**config.mk**
```make
export PLATFORM = sky130hd
export DESIGN_NAME = apcd_top
export DESIGN_NICKNAME = d
export VERILOG_FILES = /design/src/apcd_pkg.sv /design/src/apcd_frac_div.sv /design/src/apcd_top.sv
export SDC_FILE = /design/constraint.sdc
export NUM_CORES = 1
export LEC_CHECK = 0
export BUFFER_PORTS_ARGS = -buffer_cell sky130_fd_sc_hd__buf_2
export CORE_MARGIN = 3
export CORE_UTILIZATION = 37
export CTS_BUF_LIST = sky130_fd_sc_hd__clkbuf_8
export CTS_CLUSTER_SIZE = 30
export DETAILED_ROUTE_END_ITERATION = 8
export PLACE_DENSITY = 0.59
export SYNTH_ARGS = -nofsm -noshare
export SYNTH_HDL_FRONTEND = slang
export SYNTH_SLANG_ARGS = --single-unit
```
**constraint.sdc**
```tcl
create_clock -name CLK -period 10.7 [get_ports CLK]
set_input_delay 0.535 -clock CLK [delete_from_list [all_inputs] [get_ports CLK]]
set_output_delay 0.535 -clock CLK [all_outputs]
set_load 0.01 [all_outputs]
```
**src/apcd_pkg.sv**
```systemverilog
package apcd_pkg;

  // Register indices; byte address is four times the index
  localparam logic [7:0] IDX_POWER_MANAGE_FOUR = 8'h0b;
  localparam logic [7:0] IDX_CLOCK_CONTROL_ONE = 8'h28;
  localparam logic [7:0] IDX_CLOCK_CONTROL_TWO = 8'h29;
  localparam logic [7:0] IDX_DAC_FRAME_RATE    = 8'h35;
  localparam logic [7:0] IDX_ADC_FRAME_RATE    = 8'h46;
  localparam logic [7:0] IDX_AUDIO_IF_CONTROL  = 8'h73;
  localparam logic [7:0] IDX_PIN_FUNCTION      = 8'h74;
  localparam logic [7:0] IDX_CLOCK_STATUS      = 8'h75;

  // Field positions
  localparam int POS_SLOW_ENABLE_PM4   = 8;
  localparam int POS_SLOW_ENABLE_CC1   = 15;
  localparam int POS_SLOW_RATE         = 14;
  localparam int POS_BCLK_DIV_LO       = 4;
  localparam int POS_AUX_DIV_LO        = 0;
  localparam int POS_PIN_SOURCE_SELECT = 15;
  localparam int POS_FRAME_GEN_ENABLE  = 11;
  localparam int POS_FRAME_DIV_LO      = 0;
  localparam int POS_BIT_CLOCK_MASTER  = 14;
  localparam int POS_AUX_PIN_ENABLE    = 0;
  localparam int POS_ADC_PIN_ENABLE    = 1;

  // Reset values
  localparam logic [10:0] RST_FRAME_DIVISOR = 11'h040;
  localparam logic [3:0]  RST_BCLK_DIV      = 4'h0;
  localparam logic [2:0]  RST_AUX_DIV       = 3'h0;

  // Timing
  localparam logic [10:0] MIN_FRAME_DIVISOR = 11'h008;
  localparam int          SLOW_DIV_SLOWER   = 2097152;
  localparam int          SLOW_DIV_FASTER   = 524288;

  typedef struct packed {
    logic        slow_tick_enable;
    logic        slow_tick_rate;
    logic [3:0]  bit_clock_divisor;
    logic [2:0]  aux_out_clock_divisor;
    logic        frame_pin_source_select;
    logic        adc_frame_gen_enable;
    logic        dac_frame_gen_enable;
    logic [10:0] adc_frame_divisor;
    logic [10:0] dac_frame_divisor;
    logic        bit_clock_master;
    logic        aux_clock_pin_enable;
    logic        adc_frame_pin_enable;
  } apcd_cfg_t;

  localparam apcd_cfg_t CFG_RESET = '{
    slow_tick_enable:        1'b0,
    slow_tick_rate:          1'b0,
    bit_clock_divisor:       RST_BCLK_DIV,
    aux_out_clock_divisor:   RST_AUX_DIV,
    frame_pin_source_select: 1'b0,
    adc_frame_gen_enable:    1'b0,
    dac_frame_gen_enable:    1'b0,
    adc_frame_divisor:       RST_FRAME_DIVISOR,
    dac_frame_divisor:       RST_FRAME_DIVISOR,
    bit_clock_master:        1'b0,
    aux_clock_pin_enable:    1'b0,
    adc_frame_pin_enable:    1'b0
  };

  // Divide ratios in half steps, so 1.5 and 5.5 stay exact
  function automatic logic [6:0] bclk_ratio2(input logic [3:0] code);
    logic [6:0] r;
    unique case (code)
      4'h0:    r = 7'h02;
      4'h1:    r = 7'h03;
      4'h2:    r = 7'h04;
      4'h3:    r = 7'h06;
      4'h4:    r = 7'h08;
      4'h5:    r = 7'h0b;
      4'h6:    r = 7'h0c;
      4'h7:    r = 7'h10;
      4'h8:    r = 7'h16;
      4'h9:    r = 7'h18;
      4'ha:    r = 7'h20;
      4'hb:    r = 7'h2c;
      4'hc:    r = 7'h30;
      default: r = 7'h40;
    endcase
    return r;
  endfunction

  function automatic logic [6:0] aux_ratio2(input logic [2:0] code);
    logic [6:0] r;
    unique case (code)
      3'h1:    r = 7'h04;
      3'h2:    r = 7'h06;
      3'h3:    r = 7'h08;
      3'h4:    r = 7'h0b;
      3'h5:    r = 7'h0c;
      default: r = 7'h02;
    endcase
    return r;
  endfunction

endpackage

```
**src/apcd_frac_div.sv**
```systemverilog
`timescale 1ns/1ps
module apcd_frac_div #(
  parameter int W = 7
) (
  input  wire logic         clk,
  input  wire logic         srst,
  input  wire logic         enable,
  input  wire logic [W-1:0] ratio2,
  output logic              tick,
  output logic              level
);

  initial begin
    if (W < 2) begin
      $error("apcd_frac_div: W too small");
    end
  end

  logic [W-1:0] acc_reg;
  logic [W-1:0] acc_next;
  logic         tick_reg;
  logic         tick_next;
  logic         level_reg;
  logic         level_next;
  logic [W:0]   sum;

  ////////////////////////////////////////////////////////////////////////////
  // Half-step accumulator: with odd ratio2, periods of adjacent lengths alternate
  always_comb begin
    sum        = {1'b0, acc_reg} + (W+1)'(2);
    acc_next   = acc_reg;
    tick_next  = 1'b0;
    level_next = 1'b0;
    if (enable) begin
      if (acc_reg >= ratio2) begin
        // Ratio lowered mid-phase; restart
        acc_next  = '0;
        tick_next = 1'b1;
      end else if (sum >= {1'b0, ratio2}) begin
        acc_next  = W'(sum - {1'b0, ratio2});
        tick_next = 1'b1;
      end else begin
        acc_next = W'(sum);
      end
      level_next = ({1'b0, acc_next} << 1) < {1'b0, ratio2};
    end
  end

  always_ff @(posedge clk) begin
    if (srst) begin
      acc_reg   <= '0;
      tick_reg  <= 1'b0;
      level_reg <= 1'b0;
    end else begin
      acc_reg   <= acc_next;
      tick_reg  <= tick_next;
      level_reg <= level_next;
    end
  end

  assign tick  = tick_reg;
  assign level = level_reg;

endmodule // apcd_frac_div

```
**src/apcd_top.sv**
```systemverilog
// Added by the designer: register access over Avalon-MM.
`timescale 1ns/1ps
// How it works
// Master mode divides bit clock into frames
// Bit clock divided from system clock
// Slave mode frame clocks come from outside
// Shared frame pin; separate ADC pin optional
// Select bit routes DAC or ADC frame
// ADC frame generation enable, resets zero
// DAC frame generation enable, resets zero
// Eleven-bit frame divisor, resets to 64
// Divisors below eight invalid, clamped here
// Aux pin drives divided system clock
// Aux divisor 1,2,3,4,5.5,6; reserved codes
// Slow tick enable starts and stops
// Slow enable shared at two addresses
// Rate bit picks 2^21 or 2^19
// Slow tick feeds debounce and timeouts
// Bit clock divisor table, codes to 32
// Bit clock master drives pin
// Frame toggles after divisor bit clocks
// Fractional ratios alternate period lengths
module apcd_top #(
  parameter int SLOW_DIV_SLOWER = apcd_pkg::SLOW_DIV_SLOWER,
  parameter int SLOW_DIV_FASTER = apcd_pkg::SLOW_DIV_FASTER
) (
  input  wire logic        CLK,
  input  wire logic        SRST,
  input  wire logic [9:0]  AVS_ADDRESS,
  input  wire logic        AVS_READ,
  input  wire logic        AVS_WRITE,
  input  wire logic [3:0]  AVS_BYTEENABLE,
  input  wire logic [31:0] AVS_WRITEDATA,
  output logic [31:0]      AVS_READDATA,
  output logic             AVS_WAITREQUEST,
  input  wire logic        BIT_CLOCK_IN,
  output logic             BIT_CLOCK_OUT,
  output logic             BIT_CLOCK_OE,
  input  wire logic        FRAME_PIN_IN,
  output logic             FRAME_PIN_OUT,
  output logic             FRAME_PIN_OE,
  input  wire logic        ADC_FRAME_PIN_IN,
  output logic             ADC_FRAME_PIN_OUT,
  output logic             ADC_FRAME_PIN_OE,
  output logic             AUX_CLOCK_PIN_OUT,
  output logic             AUX_CLOCK_PIN_OE,
  output logic             ADC_FRAME_CLOCK,
  output logic             DAC_FRAME_CLOCK,
  output logic             BIT_CLOCK_TICK,
  output logic             SLOW_TICK
);

  localparam int SW = $clog2(SLOW_DIV_SLOWER);

  initial begin
    if (SLOW_DIV_FASTER < 2 || SLOW_DIV_SLOWER < SLOW_DIV_FASTER) begin
      $error("apcd_top: slow tick divisors out of range");
    end
  end

  apcd_pkg::apcd_cfg_t cfg_reg;
  apcd_pkg::apcd_cfg_t cfg_next;
  logic                done_reg;
  logic                done_next;
  logic [31:0]         rdata_reg;
  logic [31:0]         rdata_next;
  logic [7:0]          index;
  logic                request;
  logic                accept;
  logic [15:0]         read_word;
  logic [15:0]         merged;
  logic                bclk_gen_tick;
  logic                bclk_gen_level;
  logic                aux_level;
  logic                bclk_in_prev_reg;
  logic                bclk_tick;
  logic [1:0]          gen_enable;
  logic [1:0]          frame_gen;
  logic [1:0]          frame_eff;
  logic                adc_pin_source;
  logic [SW-1:0]       slow_cnt_reg;
  logic [SW-1:0]       slow_cnt_next;
  logic                slow_tick_reg;
  logic                slow_tick_next;
  logic [SW-1:0]       slow_last;

  ////////////////////////////////////////////////////////////////////////////
  // Avalon slave: one wait cycle, then the answer
  assign index           = AVS_ADDRESS[9:2];
  assign request         = AVS_READ | AVS_WRITE;
  assign accept          = request & done_reg;
  assign AVS_WAITREQUEST = request & ~done_reg;
  assign AVS_READDATA    = rdata_reg;

  always_comb begin
    read_word = 16'h0000;
    unique case (index)
      apcd_pkg::IDX_POWER_MANAGE_FOUR: begin
        read_word[apcd_pkg::POS_SLOW_ENABLE_PM4] = cfg_reg.slow_tick_enable;
      end
      apcd_pkg::IDX_CLOCK_CONTROL_ONE: begin
        read_word[apcd_pkg::POS_SLOW_ENABLE_CC1] = cfg_reg.slow_tick_enable;
        read_word[apcd_pkg::POS_SLOW_RATE] = cfg_reg.slow_tick_rate;
        read_word[apcd_pkg::POS_BCLK_DIV_LO +: 4] = cfg_reg.bit_clock_divisor;
        read_word[apcd_pkg::POS_AUX_DIV_LO +: 3] =
          cfg_reg.aux_out_clock_divisor;
      end
      apcd_pkg::IDX_CLOCK_CONTROL_TWO: begin
        read_word[apcd_pkg::POS_PIN_SOURCE_SELECT] =
          cfg_reg.frame_pin_source_select;
      end
      apcd_pkg::IDX_DAC_FRAME_RATE: begin
        read_word[apcd_pkg::POS_FRAME_GEN_ENABLE] = cfg_reg.dac_frame_gen_enable;
        read_word[apcd_pkg::POS_FRAME_DIV_LO +: 11] = cfg_reg.dac_frame_divisor;
      end
      apcd_pkg::IDX_ADC_FRAME_RATE: begin
        read_word[apcd_pkg::POS_FRAME_GEN_ENABLE] = cfg_reg.adc_frame_gen_enable;
        read_word[apcd_pkg::POS_FRAME_DIV_LO +: 11] = cfg_reg.adc_frame_divisor;
      end
      apcd_pkg::IDX_AUDIO_IF_CONTROL: begin
        read_word[apcd_pkg::POS_BIT_CLOCK_MASTER] = cfg_reg.bit_clock_master;
      end
      apcd_pkg::IDX_PIN_FUNCTION: begin
        read_word[apcd_pkg::POS_AUX_PIN_ENABLE] = cfg_reg.aux_clock_pin_enable;
        read_word[apcd_pkg::POS_ADC_PIN_ENABLE] = cfg_reg.adc_frame_pin_enable;
      end
      apcd_pkg::IDX_CLOCK_STATUS: begin
        read_word[3:0] = {slow_tick_reg, frame_eff, BIT_CLOCK_OUT};
      end
      default: read_word = 16'h0000;
    endcase
  end

  always_comb begin
    merged[7:0]  = AVS_BYTEENABLE[0] ? AVS_WRITEDATA[7:0] : read_word[7:0];
    merged[15:8] = AVS_BYTEENABLE[1] ? AVS_WRITEDATA[15:8] : read_word[15:8];
    done_next    = request & ~done_reg;
    rdata_next   = rdata_reg;
    if (AVS_READ && !done_reg) begin
      rdata_next = {16'h0000, read_word};
    end
    cfg_next = cfg_reg;
    if (AVS_WRITE && accept) begin
      unique case (index)
        apcd_pkg::IDX_POWER_MANAGE_FOUR: begin
          cfg_next.slow_tick_enable =
            merged[apcd_pkg::POS_SLOW_ENABLE_PM4];
        end
        apcd_pkg::IDX_CLOCK_CONTROL_ONE: begin
          cfg_next.slow_tick_enable =
            merged[apcd_pkg::POS_SLOW_ENABLE_CC1];
          cfg_next.slow_tick_rate = merged[apcd_pkg::POS_SLOW_RATE];
          cfg_next.bit_clock_divisor = merged[apcd_pkg::POS_BCLK_DIV_LO +: 4];
          cfg_next.aux_out_clock_divisor =
            merged[apcd_pkg::POS_AUX_DIV_LO +: 3];
        end
        apcd_pkg::IDX_CLOCK_CONTROL_TWO: begin
          cfg_next.frame_pin_source_select =
            merged[apcd_pkg::POS_PIN_SOURCE_SELECT];
        end
        apcd_pkg::IDX_DAC_FRAME_RATE: begin
          cfg_next.dac_frame_gen_enable =
            merged[apcd_pkg::POS_FRAME_GEN_ENABLE];
          cfg_next.dac_frame_divisor =
            merged[apcd_pkg::POS_FRAME_DIV_LO +: 11];
        end
        apcd_pkg::IDX_ADC_FRAME_RATE: begin
          cfg_next.adc_frame_gen_enable =
            merged[apcd_pkg::POS_FRAME_GEN_ENABLE];
          cfg_next.adc_frame_divisor =
            merged[apcd_pkg::POS_FRAME_DIV_LO +: 11];
        end
        apcd_pkg::IDX_AUDIO_IF_CONTROL: begin
          cfg_next.bit_clock_master =
            merged[apcd_pkg::POS_BIT_CLOCK_MASTER];
        end
        apcd_pkg::IDX_PIN_FUNCTION: begin
          cfg_next.aux_clock_pin_enable = merged[apcd_pkg::POS_AUX_PIN_ENABLE];
          cfg_next.adc_frame_pin_enable = merged[apcd_pkg::POS_ADC_PIN_ENABLE];
        end
        default: cfg_next = cfg_reg;
      endcase
    end
  end

  always_ff @(posedge CLK) begin
    if (SRST) begin
      cfg_reg   <= apcd_pkg::CFG_RESET;
      done_reg  <= 1'b0;
      rdata_reg <= 32'h00000000;
    end else begin
      cfg_reg   <= cfg_next;
      done_reg  <= done_next;
      rdata_reg <= rdata_next;
    end
  end

  ////////////////////////////////////////////////////////////////////////////
  // Bit clock and auxiliary clock dividers
  apcd_frac_div #(.W(7)) u_bclk_div (
    .clk    (CLK),
    .srst   (SRST),
    .enable (cfg_reg.bit_clock_master),
    .ratio2 (apcd_pkg::bclk_ratio2(cfg_reg.bit_clock_divisor)),
    .tick   (bclk_gen_tick),
    .level  (bclk_gen_level)
  );

  apcd_frac_div #(.W(7)) u_aux_div (
    .clk    (CLK),
    .srst   (SRST),
    .enable (cfg_reg.aux_clock_pin_enable),
    .ratio2 (apcd_pkg::aux_ratio2(cfg_reg.aux_out_clock_divisor)),
    .tick   (),
    .level  (aux_level)
  );

  assign AUX_CLOCK_PIN_OUT = aux_level;
  assign AUX_CLOCK_PIN_OE  = cfg_reg.aux_clock_pin_enable;
  assign BIT_CLOCK_OUT     = bclk_gen_level;
  assign BIT_CLOCK_OE      = cfg_reg.bit_clock_master;

  always_ff @(posedge CLK) begin
    if (SRST) begin
      bclk_in_prev_reg <= 1'b0;
    end else begin
      bclk_in_prev_reg <= BIT_CLOCK_IN;
    end
  end

  // Slave bit clock counted on its rising edges
  assign bclk_tick = cfg_reg.bit_clock_master ? bclk_gen_tick
                   : (BIT_CLOCK_IN & ~bclk_in_prev_reg);
  assign BIT_CLOCK_TICK = bclk_tick;

  ////////////////////////////////////////////////////////////////////////////
  // Frame clock generators, index 0 ADC, 1 DAC
  assign gen_enable = {cfg_reg.dac_frame_gen_enable,
                       cfg_reg.adc_frame_gen_enable};

  genvar ch;
  generate
    for (ch = 0; ch < 2; ch++) begin : g_frame
      logic [10:0] cnt_reg;
      logic [10:0] cnt_next;
      logic        lvl_reg;
      logic        lvl_next;
      logic [10:0] div_raw;
      logic [10:0] div_eff;

      assign div_raw = (ch == 0) ? cfg_reg.adc_frame_divisor
                                 : cfg_reg.dac_frame_divisor;
      assign div_eff = (div_raw < apcd_pkg::MIN_FRAME_DIVISOR)
                     ? apcd_pkg::MIN_FRAME_DIVISOR : div_raw;

      always_comb begin
        cnt_next = cnt_reg;
        lvl_next = lvl_reg;
        if (!gen_enable[ch]) begin
          cnt_next = 11'h000;
          lvl_next = 1'b0;
        end else if (bclk_tick) begin
          if (cnt_reg + 11'h001 >= div_eff) begin
            cnt_next = 11'h000;
            lvl_next = ~lvl_reg;
          end else begin
            cnt_next = cnt_reg + 11'h001;
          end
        end
      end

      always_ff @(posedge CLK) begin
        if (SRST) begin
          cnt_reg <= 11'h000;
          lvl_reg <= 1'b0;
        end else begin
          cnt_reg <= cnt_next;
          lvl_reg <= lvl_next;
        end
      end

      assign frame_gen[ch] = lvl_reg;
    end
  endgenerate

  ////////////////////////////////////////////////////////////////////////////
  // Pin routing; a disabled generator takes its frame from outside
  assign adc_pin_source = cfg_reg.adc_frame_pin_enable ? ADC_FRAME_PIN_IN
                        : FRAME_PIN_IN;
  assign frame_eff[0] = gen_enable[0] ? frame_gen[0] : adc_pin_source;
  assign frame_eff[1] = gen_enable[1] ? frame_gen[1] : FRAME_PIN_IN;

  assign FRAME_PIN_OUT = cfg_reg.frame_pin_source_select
                       ? frame_gen[0] : frame_gen[1];
  assign FRAME_PIN_OE  = cfg_reg.frame_pin_source_select
                       ? gen_enable[0] : gen_enable[1];
  assign ADC_FRAME_PIN_OUT = frame_gen[0];
  assign ADC_FRAME_PIN_OE  = cfg_reg.adc_frame_pin_enable
                           & gen_enable[0];
  assign ADC_FRAME_CLOCK   = frame_eff[0];
  assign DAC_FRAME_CLOCK   = frame_eff[1];

  ////////////////////////////////////////////////////////////////////////////
  // Slow tick for jack debounce and zero-cross timeout
  assign slow_last = cfg_reg.slow_tick_rate
                   ? SW'(SLOW_DIV_FASTER - 1)
                   : SW'(SLOW_DIV_SLOWER - 1);

  always_comb begin
    slow_cnt_next  = '0;
    slow_tick_next = 1'b0;
    if (cfg_reg.slow_tick_enable) begin
      if (slow_cnt_reg >= slow_last) begin
        slow_tick_next = 1'b1;
      end else begin
        slow_cnt_next = slow_cnt_reg + SW'(1);
      end
    end
  end

  always_ff @(posedge CLK) begin
    if (SRST) begin
      slow_cnt_reg  <= '0;
      slow_tick_reg <= 1'b0;
    end else begin
      slow_cnt_reg  <= slow_cnt_next;
      slow_tick_reg <= slow_tick_next;
    end
  end

  assign SLOW_TICK = slow_tick_reg;

endmodule // apcd_top

```
==> results of run 1 <==
==> layout make-up <==
class	count	area (µm²)	area share [%]
Timing Repair Buffer	61	315	3.72
Antenna cell	1	2.50	0.0295
Sequential cell	123	2460	29.1
Inverter	53	199	2.35
Tap cell	265	332	3.91
Multi-Input combinational cell	721	4760	56.2
Clock inverter	14	155	1.83
Clock buffer	18	248	2.92
==> worst reg2reg max path: stages (launching register included) <==
cell and delay (ns):
dfxtp_1 0.49, ha_1 0.31, ha_1 0.33, nor2b_1 0.16
o21ai_0 0.22, a21boi_0 0.18, o31a_1 0.36, or2_2 0.41
a211oi_1 0.28, ha_1 0.26, nor2b_1 0.12, o21ai_0 0.14
nand2b_1 0.10, a21oi_1 0.20, nor2b_1 0.07, o211ai_1 0.15
o211a_1 0.16
==> cells by family (layout without fill, tap and decap cells) <==
kind of cell / after synthesis / in the layout
muxes: 33 / 33
other: 1 / 19
AOI/OAI and AO/OA: 191 / 191
DFF: 123 / 123
buffers and inverters: 106 / 146
xor gates and xnor gates: 43 / 43
adders and majority gates: 66 / 66
and+or+nand+nor: 370 / 370
==> cell usage in the layout (no fill, tap or decap), types with 7 or more instances in the layout <==
master    count
a22o_1       19
nor3_1       10
mux2_2        8
nand3b_1      7
o21ai_0      32
ha_1         64
o21a_1       11
a21oi_1      57
clkbuf_8     18
a211oi_1     13
nand2b_1     20
or2_2        10
xnor2_1      18
conb_1       18
nor2b_1      24
mux2i_1      25
and3_1       11
nand2_1     102
nand4_1       9
nor4_1       10
buf_2        57
nand3_1      38
and2_1       12
dfxtp_1     123
xor2_1       25
inv_1        54
nor2_1       90
==> cell usage after synthesis (7+ instances only) <==
master / n
xnor2_1: 18
a21oi_1: 57
clkbuf_1: 31
nand4_1: 9
o21a_1: 11
nor4_1: 10
mux2_2: 8
and3_1: 11
inv_1: 52
a211oi_1: 13
ha_1: 64
or2_2: 10
dfxtp_1: 123
nor2b_1: 25
mux2i_1: 25
nand3_1: 38
nand2b_1: 20
xor2_1: 25
o21ai_0: 32
nor2_1: 90
buf_4: 19
nor3_1: 10
nand2_1: 102
nand3b_1: 7
and2_1: 12
a22o_1: 19
==> metal layers <==
layer / vias up / global-route usage (%)
met5: - / 0
met4: 0 / 4.76
met3: 26 / 4.33
met2: 131 / 26.9
met1: 2992 / 25.4
li1: 3320 / -
==> final timing paths <==
path,startpoint,endpoint,cells after the start
min,BIT_CLOCK_IN,bclk_in_prev_reg,2
max reg2reg,u_bclk_div.acc_reg[1],u_bclk_div.level,16
min reg2reg,AVS_READDATA[0],AVS_READDATA[0],2
max,u_bclk_div.acc_reg[1],u_bclk_div.level,16
==> metrics by stage <==
stage,instance area (µm²),hold WS (ns),util [%],setup WS (ns)
after floorplan,7700,0.441,-,7.12
after global placement,8070,0.465,40.6,6.73
after detailed placement,8070,0.475,40.6,6.74
after CTS,8470,0.354,42.7,6.71
after global routing,8470,0.358,42.7,6.39
final,8470,0.376,42.7,6.70
==> where the power goes <==
| part | internal (W) | switching, W |
|---|---|---|
| clock network | 0.000233 | 0.000195 |
| logic | 0.0000156 | 0.0000313 |
| registers | 0.000461 | 0.00000263 |
==> out/qor.txt, run 1 <==
largest family of logic cells by synthesized area: simple AND/OR/NAND/NOR gates
post-synthesis xor/xnor area fraction: 4.93%
LEAKAGE: 3.59 nW
Crit-path slowest cell: dfxtp_1
Resized Gates After CTS: 0
post-synthesis simple-gate area fraction: 24.2%
Fmax: 0.250 GHz
Post-synth EDFFs: 0
Top Ports: 98
Via Count: 6469
DRT iter0 DRCs: 402
area leader, netlist: dfxtp_1
die footprint: 0.0224 mm²
post-synth top area share: 32.2%
crit-path leading delay family: compound AO/OA/AOI/OAI gates
outcome: finished clean
CTS Buf Count: 17
Post-DRT Antenna Nets: 0
mux cell area share after synthesis: 4.46%
Setup TNS: 0 ns
met2 routed WL: 8500 µm
CP Class: reg -> reg
Seq/Total Area, Yosys: 32.2%
initial antenna violation count: 1
layout cells sized above 1: 12.2%
top post-synthesis cells by area: dfxtp_1 (32%), ha_1 (10%), nand2_1 (5.0%), nor2_1 (4.4%), a21oi_1 (3.7%)
worst path cell trace: ha_1 > ha_1 > nor2b_1 > o21ai_0 > a21boi_0 > o31a_1 > or2_2 > a211oi_1 > ha_1 > nor2b_1 > o21ai_0 > nand2b_1 > a21oi_1 > nor2b_1 > o211ai_1 > o211a_1
crit-path max FO: 12
Hold Path Class: in -> reg
total of max-cap violations: 0
fin cells: 1256
R2R Setup Slk: 6.70 ns
CP max stage delay: 0.49 ns
hold_buf cts: 0
top_reg_cell synth: dfxtp_1
RSZ-0062 raised after global routing: no
CP Launch Type: flop
Finish-stage setup viols: 0
total power draw: 0.000938 W
grt ovf: 0
width of the chip: 150 µm
Initial DRT Pass Iterations: 5
root buffer cell: clkbuf_8
Synth Area in Adders: 11.0%
worst rel slew slack: 38.1%
power per cell area: 111 mW/mm²
ys async rst share: 0%
chip height: 150 µm
dpl cells: 1223
Final Hold Fails: 0
Detailed Route WL: 19500 µm
skew final: 0.0129 ns
yosys warns: 0
Via density: 5.15
clk sinks: 123
Synth Area in Compound Gates: 16.8%
fillers: 2039
Max Transition Viols Final: 0
Buf+Inv Stages, Crit Path: 0
post-DR wirelength/cell: 15.5 µm
Syn Std Cell Area: 0.00764 mm²
Total GRT Usage: 17.8%
CTS H-tree depth: 4
syn_area_per_cell: 8.19 µm²
CP endpoint kind: flop
Syn-to-layout area delta: 10.9%
IO Port Bufs: 57
metal3 WL: 917 µm
Initial Utilization: 38.5%
WL met1: 9770 µm
Netlist cell types: 73
Worst-path clk slew: 0.07 ns
vias in the first global route: 6095
Post-CTS Setup Bufs: 0
Clock Tree Buf Depth: 2
highest metal used: met4
flops & latches, synth: 123
Tcrit/Tclk final: 37.4%
arrival time at the worst endpoint: 4.39 ns
required time of the critical path: 11.09 ns
FP Rows: 51
first-pass GRT wire length: 31800 µm
DRC violations left: 0
Placer Congestion: 0.835
CTS tree: yes
VDD IR max: 0.0730 mV
Worst-Skew Late Latency: 0.45 ns
number of nets in the layout: 1096
Tightest Pin Transition: 0.924 ns
synthesized instance count: 933
post-DP HPWL: 14700 µm
Core ar.: 0.0198 mm²
largest net degree at the start of global routing: 69
min cycle time layout: 4.00 ns
Power figures use the tool's default switching activity.
==> inputs of run 2 (changes only) <==
==> constraint.sdc (replaced) <==
create_clock -name CLK -period 3.9 [get_ports CLK]
set_input_delay 0.195 -clock CLK [delete_from_list [all_inputs] [get_ports CLK]]
set_output_delay 0.195 -clock CLK [all_outputs]
set_load 0.01 [all_outputs]
==> out/qor.txt, run 2 (synthesis gave the netlist of run 1 again) <==
outcome: finished clean
Reg2Reg Capture Point: u_bclk_div.level
arrival time at the worst endpoint: 3.99 ns
power per cell area: 305 mW/mm²
root buffer cell: clkbuf_8
crit-path max FO: 12
Hold Path Origin: AVS_READ
CTS tree: yes
CP endpoint kind: flop
total of max-cap violations: 0
post-DP HPWL: 14900 µm
largest net degree at the start of global routing: 31
first-pass GRT wire length: 31900 µm
Worst-path clk slew: 0.08 ns
Via density: 5.18
vias in the first global route: 6146
Top Ports: 98
CTS Buf Count: 17
Max Transition Viols Final: 0
worst rel slew slack: 33.9%
Tcrit/Tclk final: 92.4%
layout cells sized above 1: 13.5%
Tightest Pin Transition: 0.988 ns
commonest non-fill, non-tap cell in the layout: dfxtp_1
Placer Congestion: 0.860
Syn-to-layout area delta: 12.4%
Initial DRT Pass Iterations: 4
VDD IR max: 0.191 mV
hold depth: 3
Post-DRT Antenna Nets: 0
Hold Path Class: in -> reg
grt ovf: 0
Final Hold Fails: 0
clk sinks: 123
Setup TNS: 0 ns
width of the chip: 150 µm
Finish-stage setup viols: 0
CTS H-tree depth: 4
Fmax: 0.278 GHz
Worst-Skew Late Latency: 0.44 ns
Core ar.: 0.0198 mm²
fillers: 2030
chip height: 150 µm
initial antenna violation count: 0
Reg2Reg Depth: 16
FP Rows: 51
Total GRT Usage: 17.8%
required time of the critical path: 4.29 ns
number of nets in the layout: 1107
most frequent cells in the layout: dfxtp_1 (122), nand2_1 (102), nor2_1 (90), ha_1 (63)
total power draw: 0.00262 W
hold worst-path end: done_reg
CP Class: reg -> reg
Initial Utilization: 38.5%
GRT met3 Usage: 3.15%
R2R Setup Slk: 0.30 ns
grt met2 use: 27.2%
min cycle time layout: 3.60 ns
RR Startpoint: u_bclk_div.acc_reg[2]
RSZ-0062 raised after global routing: no
CP Launch Type: flop
DRC violations left: 0
GRT busiest layer: met2
skew final: 0.0140 ns
IO Port Bufs: 57
Clock Tree Buf Depth: 2
post-DR wirelength/cell: 15.4 µm
DRT iter0 DRCs: 325
die footprint: 0.0224 mm²
Via Count: 6563
LEAKAGE: 3.64 nW
met1 Usage GRT: 25.9%
Detailed Route WL: 19500 µm
## run 2: stage by stage
stage          cell area [µm²]  setup WS [ns]  std cells  utilization [%]  hold WS, ns
5_1_grt                   8580         0.0425       1266             43.2        0.111
3_5_place_dp              8140          0.255       1233             41.0        0.462
6_report                  8580          0.297       1267             43.3       0.0833
2_1_floorplan             7700          0.316        950                -        0.323
4_1_cts                   8580          0.225       1266             43.2       0.0649
3_3_place_gp              8140          0.243       1233             41.0        0.458
## run 2: worst max-delay path by stage
stage | from | to | slack [ns] | depth (start not counted)
2_1_floorplan | u_bclk_div.acc_reg[1] | u_bclk_div.level | 0.32 | 17
4_1_cts | u_bclk_div.acc_reg[2] | u_bclk_div.level | 0.23 | 16
5_1_grt | u_bclk_div.acc_reg[2] | u_bclk_div.level | 0.04 | 16
3_5_place_dp | u_bclk_div.acc_reg[2] | u_bclk_div.level | 0.25 | 16
3_3_place_gp | u_bclk_div.acc_reg[2] | u_bclk_div.level | 0.24 | 16
6_report | u_bclk_div.acc_reg[2] | u_bclk_div.level | 0.30 | 16
## run 2: where the power goes
group / switching (W) / internal (W)
registers: 0.00000740 / 0.00126
logic: 0.0000871 / 0.0000434
clock network: 0.000548 / 0.000669
## run 2: per-layer routing
| metal | vias up | part of all wire (%) | wire [µm] |
|---|---|---|---|
| met1 | 3016 | 50 | 9730 |
| met3 | 31 | 5.2 | 1010 |
| met4 | 0 | 1.8 | 343 |
| met2 | 170 | 43 | 8440 |
| met5 | - | 0 | 0 |
| li1 | 3346 | - | - |
## run 2: worst max-delay path, cell delays in order (launching register included)
cell and delay, ns:
dfxtp_2 0.38, ha_2 0.29, ha_1 0.33, nor2b_1 0.16
o21ai_0 0.21, a21boi_1 0.14, o31a_1 0.26, or2_2 0.39
a211oi_1 0.27, ha_1 0.26, nor2b_1 0.12, o21ai_0 0.14
nand2b_1 0.08, a21oi_1 0.15, nor2b_1 0.06, o211ai_1 0.15
o211a_1 0.17
## run 2: repair_timing
item,CTS,global route
buffers inserted,0,0
endpoints found under the setup margin,0,1
hold endpoints to repair,1,0
gates resized for setup,0,3
hold buffers,1,0
## run 2: final cells by class
cell class                      count  area [µm²]  area share, %
Multi-Input combinational cell    721        4760           55.5
Sequential cell                   123        2460           28.7
Timing Repair Buffer               72         400           4.66
Tap cell                          265         332           3.86
Clock buffer                       19         262           3.05
Inverter                           53         199           2.32
Clock inverter                     13         165           1.92
Antenna cell                        1        2.50         0.0292
